--- src/iar_cfg.svh ---
// Constants for the interrupt identifier check and affinity router
`ifndef IAR_CFG_SVH
`define IAR_CFG_SVH
`define IAR_NPE          4
`define IAR_NSPI         4
`define IAR_AW           8
`define IAR_AFF_LVL_W    8
`define IAR_ID_W_SMALL   5'h10
`define IAR_ID_W_LARGE   5'h18
`define IAR_PE_IDW_TAB   {5'h18, 5'h10, 5'h10, 5'h10}
`define IAR_DIST_ID_W    5'h0E
`define IAR_ITS_ID_W     5'h0E
`define IAR_VID_W        5'h10
`define IAR_LPI_MIN_W    5'h0E
`define IAR_NOLPI_MIN_W  5'h05
`define IAR_NOLPI_MAX_W  5'h0A
`define IAR_LPI_SUPP     1'b1
`define IAR_A3V          1'b1
`define IAR_PARTICIPATION_DISABLE_SUPPORTED         1'b1
`define IAR_LOCAL_ERR    1'b1
`define IAR_VLOCAL_ERR   1'b1
`define IAR_ARE_PERM     1'b0
`define IAR_LPI_BASE     64'h0000_0000_0000_2000
`define IAR_SPECIAL_LO   64'h0000_0000_0000_03FC
`define IAR_SPECIAL_HI   64'h0000_0000_0000_03FF
`define IAR_PEND_CYC     3'h4
`define IAR_SGI_TL_MAX   8'h0F
`define IAR_PE_AFF_TAB   {32'h0000_0103, 32'h0000_0102, 32'h0000_0001, 32'h0000_0000}
// Byte offsets
`define IAR_OFF_CTRL     8'h00
`define IAR_OFF_TYPE     8'h04
`define IAR_OFF_PECTL    8'h08
`define IAR_OFF_SPICFG   8'h0C
`define IAR_OFF_ROUTE0   8'h10
`define IAR_OFF_SGIAFF   8'h20
`define IAR_OFF_SGIGEN   8'h24
`define IAR_OFF_SGIPEND  8'h28
`define IAR_OFF_CHKLO    8'h2C
`define IAR_OFF_CHKHI    8'h30
`define IAR_OFF_CHKCTL   8'h34
`define IAR_OFF_CHKSTAT  8'h38
// Control register fields
`define IAR_C_G0         0
`define IAR_C_G1NS       1
`define IAR_C_G1S        2
`define IAR_C_ARES       4
`define IAR_C_ARENS      5
`define IAR_C_SSM        6
`define IAR_C_WAKE       7
`define IAR_C_RWP        31
// Other fields
`define IAR_SGI_SRC_LSB  16
`define IAR_SGI_IRM      24
`define IAR_CHK_LPI      0
`define IAR_CHK_VIRT     1
`define IAR_CHK_PE_LSB   4
`endif

--- src/iar_pkg.sv ---
// Types for the interrupt identifier check and affinity router
package iar_pkg;
  typedef enum logic [1:0] {
    IAR_OKAY   = 2'h0,
    IAR_SLVERR = 2'h2
  } iar_resp_t;
endpackage

--- src/iar_route.sv ---
// Identifier check, affinity routing and AXI4-Lite control for the router
//
// Summary of operation
// - Each PE interface is 16 or 24 bits wide
// - One identifier width for distributor and redistributors
// - With LPIs: width 14 up to PE minimum
// - Without LPIs: width between 5 and 10
// - Translation unit width 14 up to distributor width
// - Set bits above interface width mean invalid
// - Disallowed LOCALITY_SPECIFIC_INTERRUPT identifier is invalid, may report
// - Special identifiers invalid, other in-width allowed identifiers valid
// - Virtual check uses virtual width and flag
// - Affinity is four 8-bit levels, 3 down to 0
// - Level-3 valid bit reports three or four levels
// - Separate route enables per security state
// - Permanent routing: enables read one, ignore writes
// - SPI mode bit: single target or 1-of-N
// - SOFTWARE_GENERATED_INTERRUPT mode 1: all PEs but the sender
// - SOFTWARE_GENERATED_INTERRUPT mode 0: upper levels match, level-0 bitmask
// - 1-of-N eligibility: awake, group on, participation
// - Write-pending flag shows group clears in flight
// - Identifiers 1020 to 1023 are special
// - Identifiers from 8192 are LPIs
`timescale 1ns/1ps
`include "iar_cfg.svh"

module iar_route (
  // Clock and reset
  input  wire logic                      aclk,
  input  wire logic                      aresetn,
  // AXI4-Lite write
  input  wire logic [`IAR_AW-1:0]        awaddr,
  input  wire logic                      awvalid,
  output logic                           awready,
  input  wire logic [31:0]               wdata,
  input  wire logic [3:0]                wstrb,
  input  wire logic                      wvalid,
  output logic                           wready,
  output iar_pkg::iar_resp_t             bresp,
  output logic                           bvalid,
  input  wire logic                      bready,
  // AXI4-Lite read
  input  wire logic [`IAR_AW-1:0]        araddr,
  input  wire logic                      arvalid,
  output logic                           arready,
  output logic [31:0]                    rdata,
  output iar_pkg::iar_resp_t             rresp,
  output logic                           rvalid,
  input  wire logic                      rready,
  // Peripheral interrupt sources
  input  wire logic [`IAR_NSPI-1:0]      spi_in,
  // Per-PE interrupt requests
  output logic [`IAR_NPE-1:0]            pe_spi_irq,
  output logic [`IAR_NPE-1:0]            pe_sgi_irq,
  // Invalid identifier error
  output logic                           id_error_pulse
);
  import iar_pkg::*;
  localparam int NPE  = `IAR_NPE;
  localparam int NSPI = `IAR_NSPI;
  localparam int AL   = `IAR_AFF_LVL_W;
  localparam logic [NPE*32-1:0] PE_AFF = `IAR_PE_AFF_TAB;
  localparam logic [NPE*5-1:0]  PE_IDW = `IAR_PE_IDW_TAB;

  function automatic logic [4:0] min_pe_w();
    logic [4:0] m;
    m = PE_IDW[4:0];
    for (int k = 1; k < NPE; k++) begin
      if (PE_IDW[k*5 +: 5] < m) m = PE_IDW[k*5 +: 5];
    end
    return m;
  endfunction
  function automatic logic pe_w_legal();
    logic ok;
    ok = 1'b1;
    for (int k = 0; k < NPE; k++) begin
      ok = ok & (PE_IDW[k*5 +: 5] == `IAR_ID_W_SMALL ||
                 PE_IDW[k*5 +: 5] == `IAR_ID_W_LARGE);
    end
    return ok;
  endfunction
  function automatic logic [31:0] merge(input logic [31:0] o,
                                        input logic [31:0] n,
                                        input logic [3:0]  s);
    logic [31:0] r;
    r = o;
    for (int b = 0; b < 4; b++) begin
      if (s[b]) r[b*8 +: 8] = n[b*8 +: 8];
    end
    return r;
  endfunction
  // Static width legality, visible in the type register
  localparam logic W_LPI_OK = (`IAR_DIST_ID_W >= `IAR_LPI_MIN_W) &&
                              (`IAR_DIST_ID_W <= min_pe_w());
  localparam logic W_NOLPI_OK = (`IAR_DIST_ID_W >= `IAR_NOLPI_MIN_W) &&
                                (`IAR_DIST_ID_W <= `IAR_NOLPI_MAX_W);
  localparam logic W_ITS_OK = (`IAR_ITS_ID_W >= `IAR_LPI_MIN_W) &&
                              (`IAR_ITS_ID_W <= `IAR_DIST_ID_W);
  localparam logic WIDTH_OK = pe_w_legal() & W_ITS_OK &
                              (`IAR_LPI_SUPP ? W_LPI_OK : W_NOLPI_OK);
  // Bus handshake state
  logic                  awready_reg;
  logic                  wready_reg;
  logic                  bvalid_reg;
  iar_resp_t             bresp_reg;
  logic                  arready_reg;
  logic                  rvalid_reg;
  logic [31:0]           rdata_reg;
  iar_resp_t             rresp_reg;
  logic [`IAR_AW-1:0]    waddr_reg;
  logic [31:0]           wdata_reg;
  logic [3:0]            wstrb_reg;
  // Software registers
  logic [31:0]           ctrl_reg;
  logic [31:0]           ctrl_next;
  logic [15:0]           pectl_reg;
  logic [7:0]            spicfg_reg;
  logic [NSPI*32-1:0]    route_reg;
  logic [23:0]           sgiaff_reg;
  logic [NPE-1:0]        sgi_pend_reg;
  logic [NPE-1:0]        sgi_pend_next;
  logic [31:0]           chklo_reg;
  logic [7:0]            chkctl_reg;
  logic [2:0]            chkstat_reg;
  logic [2:0]            pend_cnt_reg;
  logic [2:0]            pend_cnt_next;
  logic [2:0]            eff_grp_reg;
  logic [NPE-1:0]        spi_irq_reg;
  logic                  err_reg;
  // Write decode
  wire wr_go  = ~awready_reg & ~wready_reg & ~bvalid_reg;
  wire ar_hs  = arvalid & arready_reg;
  wire w_ctrl = wr_go & (waddr_reg == `IAR_OFF_CTRL);
  wire w_pec  = wr_go & (waddr_reg == `IAR_OFF_PECTL);
  wire w_spc  = wr_go & (waddr_reg == `IAR_OFF_SPICFG);
  wire w_rte  = wr_go & (waddr_reg[7:4] == `IAR_OFF_ROUTE0 >> 4);
  wire w_saff = wr_go & (waddr_reg == `IAR_OFF_SGIAFF);
  wire w_sgen = wr_go & (waddr_reg == `IAR_OFF_SGIGEN);
  wire w_spnd = wr_go & (waddr_reg == `IAR_OFF_SGIPEND);
  wire w_clo  = wr_go & (waddr_reg == `IAR_OFF_CHKLO);
  wire w_chi  = wr_go & (waddr_reg == `IAR_OFF_CHKHI);
  wire w_cctl = wr_go & (waddr_reg == `IAR_OFF_CHKCTL);
  wire w_ro   = (waddr_reg == `IAR_OFF_TYPE) | (waddr_reg == `IAR_OFF_CHKSTAT);
  wire w_map  = w_ctrl | w_pec | w_spc | w_rte | w_saff | w_sgen |
                w_spnd | w_clo | w_chi | w_cctl | (wr_go & w_ro);
  wire [31:0] wmerged_ctrl = merge(ctrl_reg, wdata_reg, wstrb_reg);
  wire [31:0] wmerged_pec  = merge({16'h0000, pectl_reg}, wdata_reg, wstrb_reg);
  // Control fields
  wire are_s    = ctrl_reg[`IAR_C_ARES];
  wire nonsecure_affinity_route_enable   = ctrl_reg[`IAR_C_ARENS];
  wire wake_f   = ctrl_reg[`IAR_C_WAKE];
  wire [NPE-1:0] asleep   = pectl_reg[3:0];
  wire [NPE-1:0] g0_dis   = pectl_reg[7:4];
  wire [NPE-1:0] g1ns_dis = pectl_reg[11:8];
  wire grp_clear = |(ctrl_reg[2:0] & ~wmerged_ctrl[2:0]);
  always_comb begin
    ctrl_next = {24'h000000, wmerged_ctrl[7:0]};
    ctrl_next[3] = 1'b0;
    if (`IAR_ARE_PERM) begin
      ctrl_next[`IAR_C_ARES]  = 1'b1;
      ctrl_next[`IAR_C_ARENS] = 1'b1;
    end
  end
  // Group clears take effect after a settle time
  always_comb begin
    pend_cnt_next = pend_cnt_reg;
    if (w_ctrl && grp_clear) begin
      pend_cnt_next = `IAR_PEND_CYC;
    end else if (pend_cnt_reg != 3'h0) begin
      pend_cnt_next = pend_cnt_reg - 3'h1;
    end
  end
  wire write_pending_flag = (pend_cnt_reg != 3'h0);
  // Identifier check on the 64-bit value being written
  wire [63:0] chk_data  = {wdata_reg, chklo_reg};
  wire        chk_virt  = chkctl_reg[`IAR_CHK_VIRT];
  wire        chk_lpi   = chkctl_reg[`IAR_CHK_LPI];
  wire [1:0]  chk_pe    = chkctl_reg[`IAR_CHK_PE_LSB +: 2];
  wire [4:0]  chk_w     = chk_virt ? `IAR_VID_W : PE_IDW[chk_pe*5 +: 5];
  wire [63:0] chk_keep  = (64'h1 << chk_w) - 64'h1;
  wire        hi_bad    = |(chk_data & ~chk_keep);
  wire        is_lpi    = chk_data >= `IAR_LPI_BASE;
  wire        lpi_bad   = ~chk_lpi & is_lpi;
  wire        is_spec   = (chk_data >= `IAR_SPECIAL_LO) &
                          (chk_data <= `IAR_SPECIAL_HI);
  wire        chk_valid = ~hi_bad & ~lpi_bad & ~is_spec;
  wire        err_en    = chk_virt ? `IAR_VLOCAL_ERR : `IAR_LOCAL_ERR;
  wire        chk_err   = w_chi & err_en & (hi_bad | lpi_bad);
  // SPI routing, one slice per interrupt
  logic [NPE-1:0] spi_tgt [NSPI];
  genvar gi;
  generate
    for (gi = 0; gi < NSPI; gi++) begin : g_spi
      wire [31:0]    aff   = route_reg[gi*32 +: 32];
      wire           mode  = spicfg_reg[gi];
      wire           grp1  = spicfg_reg[NSPI+gi];
      wire           grpon = grp1 ? eff_grp_reg[`IAR_C_G1NS] : eff_grp_reg[`IAR_C_G0];
      wire           rton  = grp1 ? nonsecure_affinity_route_enable : are_s;
      wire [NPE-1:0] pdis  = grp1 ? g1ns_dis : g0_dis;
      logic [NPE-1:0] match;
      logic [NPE-1:0] elig;
      for (genvar gj = 0; gj < NPE; gj++) begin : g_pe
        wire [31:0] pa = PE_AFF[gj*32 +: 32];
        // Without level 3 the top field is fixed at zero
        wire top_ok = `IAR_A3V ? (aff[3*AL +: AL] == pa[3*AL +: AL])
                               : (aff[3*AL +: AL] == 8'h00);
        assign match[gj] = top_ok & (aff[3*AL-1:0] == pa[3*AL-1:0]);
        assign elig[gj] = (~asleep[gj] | wake_f) & grpon &
                          ~(`IAR_PARTICIPATION_DISABLE_SUPPORTED & pdis[gj]);
      end
      wire [NPE-1:0] pick = elig & (~elig + {{(NPE-1){1'b0}}, 1'b1});
      assign spi_tgt[gi] = (rton & spi_in[gi]) ? (mode ? pick : match)
                                               : {NPE{1'b0}};
    end
  endgenerate
  // SOFTWARE_GENERATED_INTERRUPT targets
  logic [NPE-1:0] sgi_tgt;
  logic [NPE-1:0] spi_col;
  wire [15:0] sgi_tl  = wdata_reg[15:0];
  wire [1:0]  sgi_src = wdata_reg[`IAR_SGI_SRC_LSB +: 2];
  wire        sgi_irm = wdata_reg[`IAR_SGI_IRM];
  generate
    for (gi = 0; gi < NPE; gi++) begin : g_sgi
      wire [31:0] pa  = PE_AFF[gi*32 +: 32];
      wire [7:0]  a0  = pa[AL-1:0];
      wire        up  = (pa[31:AL] == sgiaff_reg) & (a0 <= `IAR_SGI_TL_MAX);
      wire        tl  = up & sgi_tl[a0[3:0]];
      wire        all = (sgi_src != 2'(gi));
      assign sgi_tgt[gi] = w_sgen & (sgi_irm ? all : tl);
      logic acc;
      always_comb begin
        acc = 1'b0;
        for (int k = 0; k < NSPI; k++) begin
          acc = acc | spi_tgt[k][gi];
        end
      end
      assign spi_col[gi] = acc;
    end
  endgenerate
  // Set wins over a clear in the same cycle
  wire [NPE-1:0] sgi_clr = w_spnd ? wdata_reg[NPE-1:0] : {NPE{1'b0}};
  assign sgi_pend_next = (sgi_pend_reg & ~sgi_clr) | sgi_tgt;
  // Read mux
  logic [31:0] rd_mux;
  logic        rd_hit;
  wire  [31:0] type_val = {3'h0, `IAR_VID_W, 3'h0, `IAR_DIST_ID_W,
                           3'h0, min_pe_w(), 4'h0, WIDTH_OK,
                           `IAR_LOCAL_ERR, `IAR_PARTICIPATION_DISABLE_SUPPORTED, `IAR_A3V};
  always_comb begin
    rd_mux = 32'h0000_0000;
    rd_hit = 1'b1;
    case (araddr)
      `IAR_OFF_CTRL:    rd_mux = {write_pending_flag, ctrl_reg[30:0]};
      `IAR_OFF_TYPE:    rd_mux = type_val;
      `IAR_OFF_PECTL:   rd_mux = {16'h0000, pectl_reg};
      `IAR_OFF_SPICFG:  rd_mux = {24'h000000, spicfg_reg};
      `IAR_OFF_SGIAFF:  rd_mux = {8'h00, sgiaff_reg};
      `IAR_OFF_SGIGEN:  rd_mux = 32'h0000_0000;
      `IAR_OFF_SGIPEND: rd_mux = {{(32-NPE){1'b0}}, sgi_pend_reg};
      `IAR_OFF_CHKLO:   rd_mux = chklo_reg;
      `IAR_OFF_CHKHI:   rd_mux = 32'h0000_0000;
      `IAR_OFF_CHKCTL:  rd_mux = {24'h000000, chkctl_reg};
      `IAR_OFF_CHKSTAT: rd_mux = {29'h0, chkstat_reg};
      default: begin
        if (araddr[7:4] == `IAR_OFF_ROUTE0 >> 4 && araddr[1:0] == 2'h0) begin
          rd_mux = route_reg[araddr[3:2]*32 +: 32];
        end else begin
          rd_hit = 1'b0;
        end
      end
    endcase
  end
  // Write channel handshake
  always_ff @(posedge aclk) begin
    if (!aresetn) begin
      awready_reg <= 1'b1;
      wready_reg  <= 1'b1;
      bvalid_reg  <= 1'b0;
      bresp_reg   <= IAR_OKAY;
      waddr_reg   <= '0;
      wdata_reg   <= 32'h0000_0000;
      wstrb_reg   <= 4'h0;
    end else begin
      if (awvalid && awready_reg) begin
        awready_reg <= 1'b0;
        waddr_reg   <= awaddr;
      end else if (bvalid_reg && bready) begin
        awready_reg <= 1'b1;
      end
      if (wvalid && wready_reg) begin
        wready_reg <= 1'b0;
        wdata_reg  <= wdata;
        wstrb_reg  <= wstrb;
      end else if (bvalid_reg && bready) begin
        wready_reg <= 1'b1;
      end
      if (wr_go) begin
        bvalid_reg <= 1'b1;
        bresp_reg  <= w_map ? IAR_OKAY : IAR_SLVERR;
      end else if (bready) begin
        bvalid_reg <= 1'b0;
      end
    end
  end
  // Read channel handshake
  always_ff @(posedge aclk) begin
    if (!aresetn) begin
      arready_reg <= 1'b1;
      rvalid_reg  <= 1'b0;
      rdata_reg   <= 32'h0000_0000;
      rresp_reg   <= IAR_OKAY;
    end else if (ar_hs) begin
      arready_reg <= 1'b0;
      rvalid_reg  <= 1'b1;
      rdata_reg   <= rd_mux;
      rresp_reg   <= rd_hit ? IAR_OKAY : IAR_SLVERR;
    end else if (rvalid_reg && rready) begin
      arready_reg <= 1'b1;
      rvalid_reg  <= 1'b0;
    end
  end
  // Register storage
  always_ff @(posedge aclk) begin
    if (!aresetn) begin
      ctrl_reg   <= {24'h000000, 2'h0, `IAR_ARE_PERM, `IAR_ARE_PERM, 4'h0};
      pectl_reg  <= 16'h0000;
      spicfg_reg <= 8'h00;
      route_reg  <= '0;
      sgiaff_reg <= 24'h000000;
      chklo_reg  <= 32'h0000_0000;
      chkctl_reg <= 8'h00;
    end else begin
      if (w_ctrl) begin
        ctrl_reg <= ctrl_next;
      end
      if (w_pec) begin
        pectl_reg <= wmerged_pec[15:0];
      end
      if (w_spc) begin
        spicfg_reg <= wdata_reg[7:0];
      end
      if (w_rte) begin
        route_reg[waddr_reg[3:2]*32 +: 32] <=
          merge(route_reg[waddr_reg[3:2]*32 +: 32], wdata_reg, wstrb_reg);
      end
      if (w_saff) begin
        sgiaff_reg <= wdata_reg[23:0];
      end
      if (w_clo) begin
        chklo_reg <= wdata_reg;
      end
      if (w_cctl) begin
        chkctl_reg <= wdata_reg[7:0];
      end
    end
  end
  // Router state and outputs
  always_ff @(posedge aclk) begin
    if (!aresetn) begin
      pend_cnt_reg <= 3'h0;
      eff_grp_reg  <= 3'h0;
      sgi_pend_reg <= {NPE{1'b0}};
      spi_irq_reg  <= {NPE{1'b0}};
      chkstat_reg  <= 3'h0;
      err_reg      <= 1'b0;
    end else begin
      pend_cnt_reg <= pend_cnt_next;
      if (pend_cnt_next == 3'h0) begin
        eff_grp_reg <= ctrl_reg[2:0];
      end
      sgi_pend_reg <= sgi_pend_next;
      spi_irq_reg  <= spi_col;
      err_reg      <= chk_err;
      if (w_chi) begin
        chkstat_reg <= {1'b1, err_en & (hi_bad | lpi_bad), chk_valid};
      end
    end
  end
  assign awready        = awready_reg;
  assign wready         = wready_reg;
  assign bvalid         = bvalid_reg;
  assign bresp          = bresp_reg;
  assign arready        = arready_reg;
  assign rvalid         = rvalid_reg;
  assign rdata          = rdata_reg;
  assign rresp          = rresp_reg;
  assign pe_spi_irq     = spi_irq_reg;
  assign pe_sgi_irq     = sgi_pend_reg;
  assign id_error_pulse = err_reg;
endmodule

--- config.mk ---
export PLATFORM = sky130hd
export DESIGN_NAME = iar_route
export DESIGN_NICKNAME = d
export VERILOG_FILES = /design/src/iar_pkg.sv /design/src/iar_route.sv
export VERILOG_INCLUDE_DIRS = /design/src
export SDC_FILE = /design/constraint.sdc
export NUM_CORES = 1
export LEC_CHECK = 0
export BUFFER_PORTS_ARGS = -buffer_cell sky130_fd_sc_hd__buf_2
export CAP_MARGIN = 20
export CORE_AREA = 2 2 257 158
export CTS_CLUSTER_DIAMETER = 80
export DETAILED_ROUTE_END_ITERATION = 7
export DIE_AREA = 0 0 259 160
export MAX_ROUTING_LAYER = met4
export PLACE_DENSITY = 0.63
export SYNTH_ARGS = -nofsm -noshare
export SYNTH_HDL_FRONTEND = slang
export SYNTH_SLANG_ARGS = --single-unit
export TNS_END_PERCENT = 10
--- constraint.sdc ---
create_clock -name aclk -period 7.5 [get_ports aclk]
set_input_delay 1.5 -clock aclk [delete_from_list [all_inputs] [get_ports aclk]]
set_output_delay 1.5 -clock aclk [all_outputs]
set_load 0.02 [all_outputs]
==> run summary <==
* 57 — total number of placement rows
* 7 — number of cells traversed by the worst register-to-register path
* 890 ps — Slowest Stage Delay on Critical Path
* 6700 µm — met3 wire len
* 14600 — routed via count
* 0.955 mW — switching power
* 2319 — Cell Count, Final, Fillers Out
* 12.3% — layout overhead on the synthesized area
* 0 ps — Fin Setup TNS
* 1 — H-tree levels
* 17300 µm² — Design Area, Final
* nor4b_4 — most common cell type on the critical path
* 219 nW/µm² — PwrDens
* 0 — post-cts hold buffer count
* 323 — Clock Sinks
* reg2reg — classification of the worst setup path
* 70 ps — clock slew at reported path FFs
* 17.2% — layout cells sized above 1
* 39100 µm — placed wire-length estimate
* 23100 µm — Met2 Routed Length
* 2 — number of antenna violations at the first check in global routing
* 0.181 mV — maximum vdd drop
* 24.3 µm — Wirelength per Cell
* 1997 — Starting DRT DRC Count
* bvalid$_SDFFE_PN0P_ — Setup crit start
* 39400 µm² — core region area
* 45.3% — fraction of power consumed by the clock network
* completed — run status
* 44.0% — Finished Core Util
* 4130 ps — arrival time reported for the critical path endpoint
* bvalid$_SDFFE_PN0P_ — startpoint of the lowest-slack register-to-register path
* 25100 µm — M1 WL
* 134 — largest net degree at the start of global routing
* 1130 ps — Tightest Pin Transition
* 7 — WP depth
* 67 — count of unique library cells instantiated by Yosys
* 25.2% — share of total power consumed by net switching
* 48.2% — final cycle utilization of the critical path
* 0 — number of setup violations in the final report
* 13100 — vias in the first global route
* nor4b_4 — Slowest cell on crit path
* clkbuf_16 — CTS root buffer
* 128 — flip-flop count of the largest register, all copies and words added
* 30 — number of buffers added by the clock tree synthesis step
* met4 — highest routing layer actually used
* 0 — number of synthesis warnings
* 10.1 ps — Fin Clk Skew
* 1833 — final layout net count
* 590 ps — worst-skew pair later-pin latency
* dfxtp_1, nand2_1, nor2_1, a22oi_1, a21oi_1 — top library cells by usage in the layout, fill and taps aside
* yes — CTS tree
* 259 µm — horizontal extent of the die
* route_reg[62]$_SDFFE_PN0P_ — last element of the critical path
* 2261 — post-placement cell count
* 0 — final number of max-transition violations
* 47.5% — part of the power in registers
* 0.940 — final weighted congestion in routability-driven placement
* 0 — antenna-violating nets left
* 110 — number of input and output port buffers inserted
* false — RSZ-0062 raised after global routing
* 0% — share of synthesized registers carrying an async set or reset
* dfxtp_1 — most common cell after layout, fill and taps aside
* 1740 — number of instances in the synthesized netlist
* 3 — Max clock buf depth
* simple AND/OR/NAND/NOR gates — cell family contributing the most delay on the critical path
* 113 — I/O pin count
* 160 µm — die span in y
* 3570 ps — worst slack at placement
* 277 MHz — top achievable clock speed
* 0 — Hold Vio Cnt, Final
* 24.7% — worst max-slew margin expressed relative to the limit
* 3610 ps — Period minus WS final
* 0 — reported max-cap violation count
* 1 — count of buffer and inverter cells on the critical path
* 27.4% — total global-route track usage
* 7.2% — combinational group share of total power
* 0 — buffers inserted by post-CTS timing repair
* 39.2% — Initial Util
* 323 — number of storage elements in the synthesis netlist
* 56400 µm — aggregate routed wire length
* 6.28 — via density per instance
* 0 — number of enable-type register cells in the synthesized netlist
* 3890 ps — Final Worst Setup Slack
* 0 — post-cts repair resize count
* 15400 µm² — post-synth design cell area
* 41.9% — sequential cell area fraction in the yosys report
* flop — critical path launch point type
* 6.23 nW — P_leak
* 16200 µm² — post-placement cell area
* 2.84 mW — internal power
* 0 — DRC
* reg2reg — worst min-delay path category
* 0 — remaining global-route overflow
* dfxtp_1 — flip-flop cell with the highest count after synthesis
* 3890 ps — reg-to-reg slack, setup
* 8020 ps — data required time at the worst endpoint
* or3_4, nor4b_4, nand2_2, nor4b_4, buf_4, a22oi_1, nor2_1 — cell breakdown of the critical path
* 8.88 µm² — Mapped Avg Cell Area
* 84800 µm — wire length of the first global-routing pass
* 41400 µm² — full die area
* 6 — total iterations of the first detailed-routing run
* 33 — largest fanout of any net on the critical path
* route_reg[62]$_SDFFE_PN0P_ — terminus of the critical flop-to-flop path
* flop — category of the worst setup path capture point
cell usage after synthesis, drive strengths merged, types with 38 or more instances:
| master | count | area (µm²) |
|---|---|---|
| a21oi | 152 | 761 |
| clkbuf | 103 | 387 |
| nor2 | 191 | 719 |
| nand2 | 273 | 1030 |
| dfxtp | 323 | 6470 |
| mux2i | 38 | 380 |
| mux4 | 65 | 1460 |
| nor4 | 47 | 309 |
| a22oi | 157 | 1180 |
| nand3 | 62 | 310 |
| buf | 41 | 245 |
| mux2 | 39 | 439 |
metal layers:
metal | vias up | track usage (%)
met4 | 0 | 6.67
met2 | 830 | 36.8
met1 | 7208 | 39.9
met3 | 99 | 7.56
met5 | - | -
li1 | 6422 | -
how the worst min path moves through the flow:
stage                                    start                         end  slack (ps)  depth (start not counted)
floorplan           chkctl_reg[2]$_SDFFE_PN0P_  chkctl_reg[2]$_SDFFE_PN0P_         430                          2
global placement    chklo_reg[15]$_SDFFE_PN0P_  chklo_reg[15]$_SDFFE_PN0P_         450                          2
detailed placement  chkctl_reg[2]$_SDFFE_PN0P_  chkctl_reg[2]$_SDFFE_PN0P_         460                          2
CTS                 chkctl_reg[2]$_SDFFE_PN0P_  chkctl_reg[2]$_SDFFE_PN0P_         470                          2
global route        chkctl_reg[6]$_SDFFE_PN0P_  chkctl_reg[6]$_SDFFE_PN0P_         490                          2
finish              chkctl_reg[2]$_SDFFE_PN0P_  chkctl_reg[2]$_SDFFE_PN0P_         470                          2
stage by stage:
stage / hold WS, ps / total power, mW
2_1_floorplan: 432 / 2.00
6_report: 470 / 3.79
4_1_cts: 466 / 3.80
5_1_grt: 493 / 3.90
3_3_place_gp: 453 / 2.10
3_5_place_dp: 458 / 2.11
worst min-delay path, delay by kind of cell (launching register included):
| kind | cells | cell delay, ps |
|---|---|---|
| simple gates | 1 | 60 |
| flops | 1 | 320 |
| compound gates | 1 | 50 |
power by group through the flow:
stage	Combinational, mW	Sequential, mW	Clock (mW)
after floorplan	0.192	1.81	0
final	0.272	1.80	1.72
after global placement	0.261	1.84	0
after detailed placement	0.268	1.84	0
after global routing	0.297	1.80	1.80
after CTS	0.269	1.80	1.73
layout make-up:
cell class,instances,area (µm²)
fill,3828,22100
multi-input combinational,1257,8300
sequential,323,6470
clock buffer,41,852
timing repair buffer,134,751
tap,531,664
clock inverter,14,235
inverter,17,71.3
antenna,2,5.00
cell families after synthesis:
group	Yosys count	synth area share [%]
AND/OR/NAND/NOR	676	20.0
multiplexers	142	14.8
adder cells (fa/ha/maj)	7	0.567
flip-flops	323	41.9
other	1	0.0243
buffers and inverters	161	4.50
AO/OA/AOI/OAI	429	18.2
XOR/XNOR	1	0.0567
(Power assumes the default switching activity.)
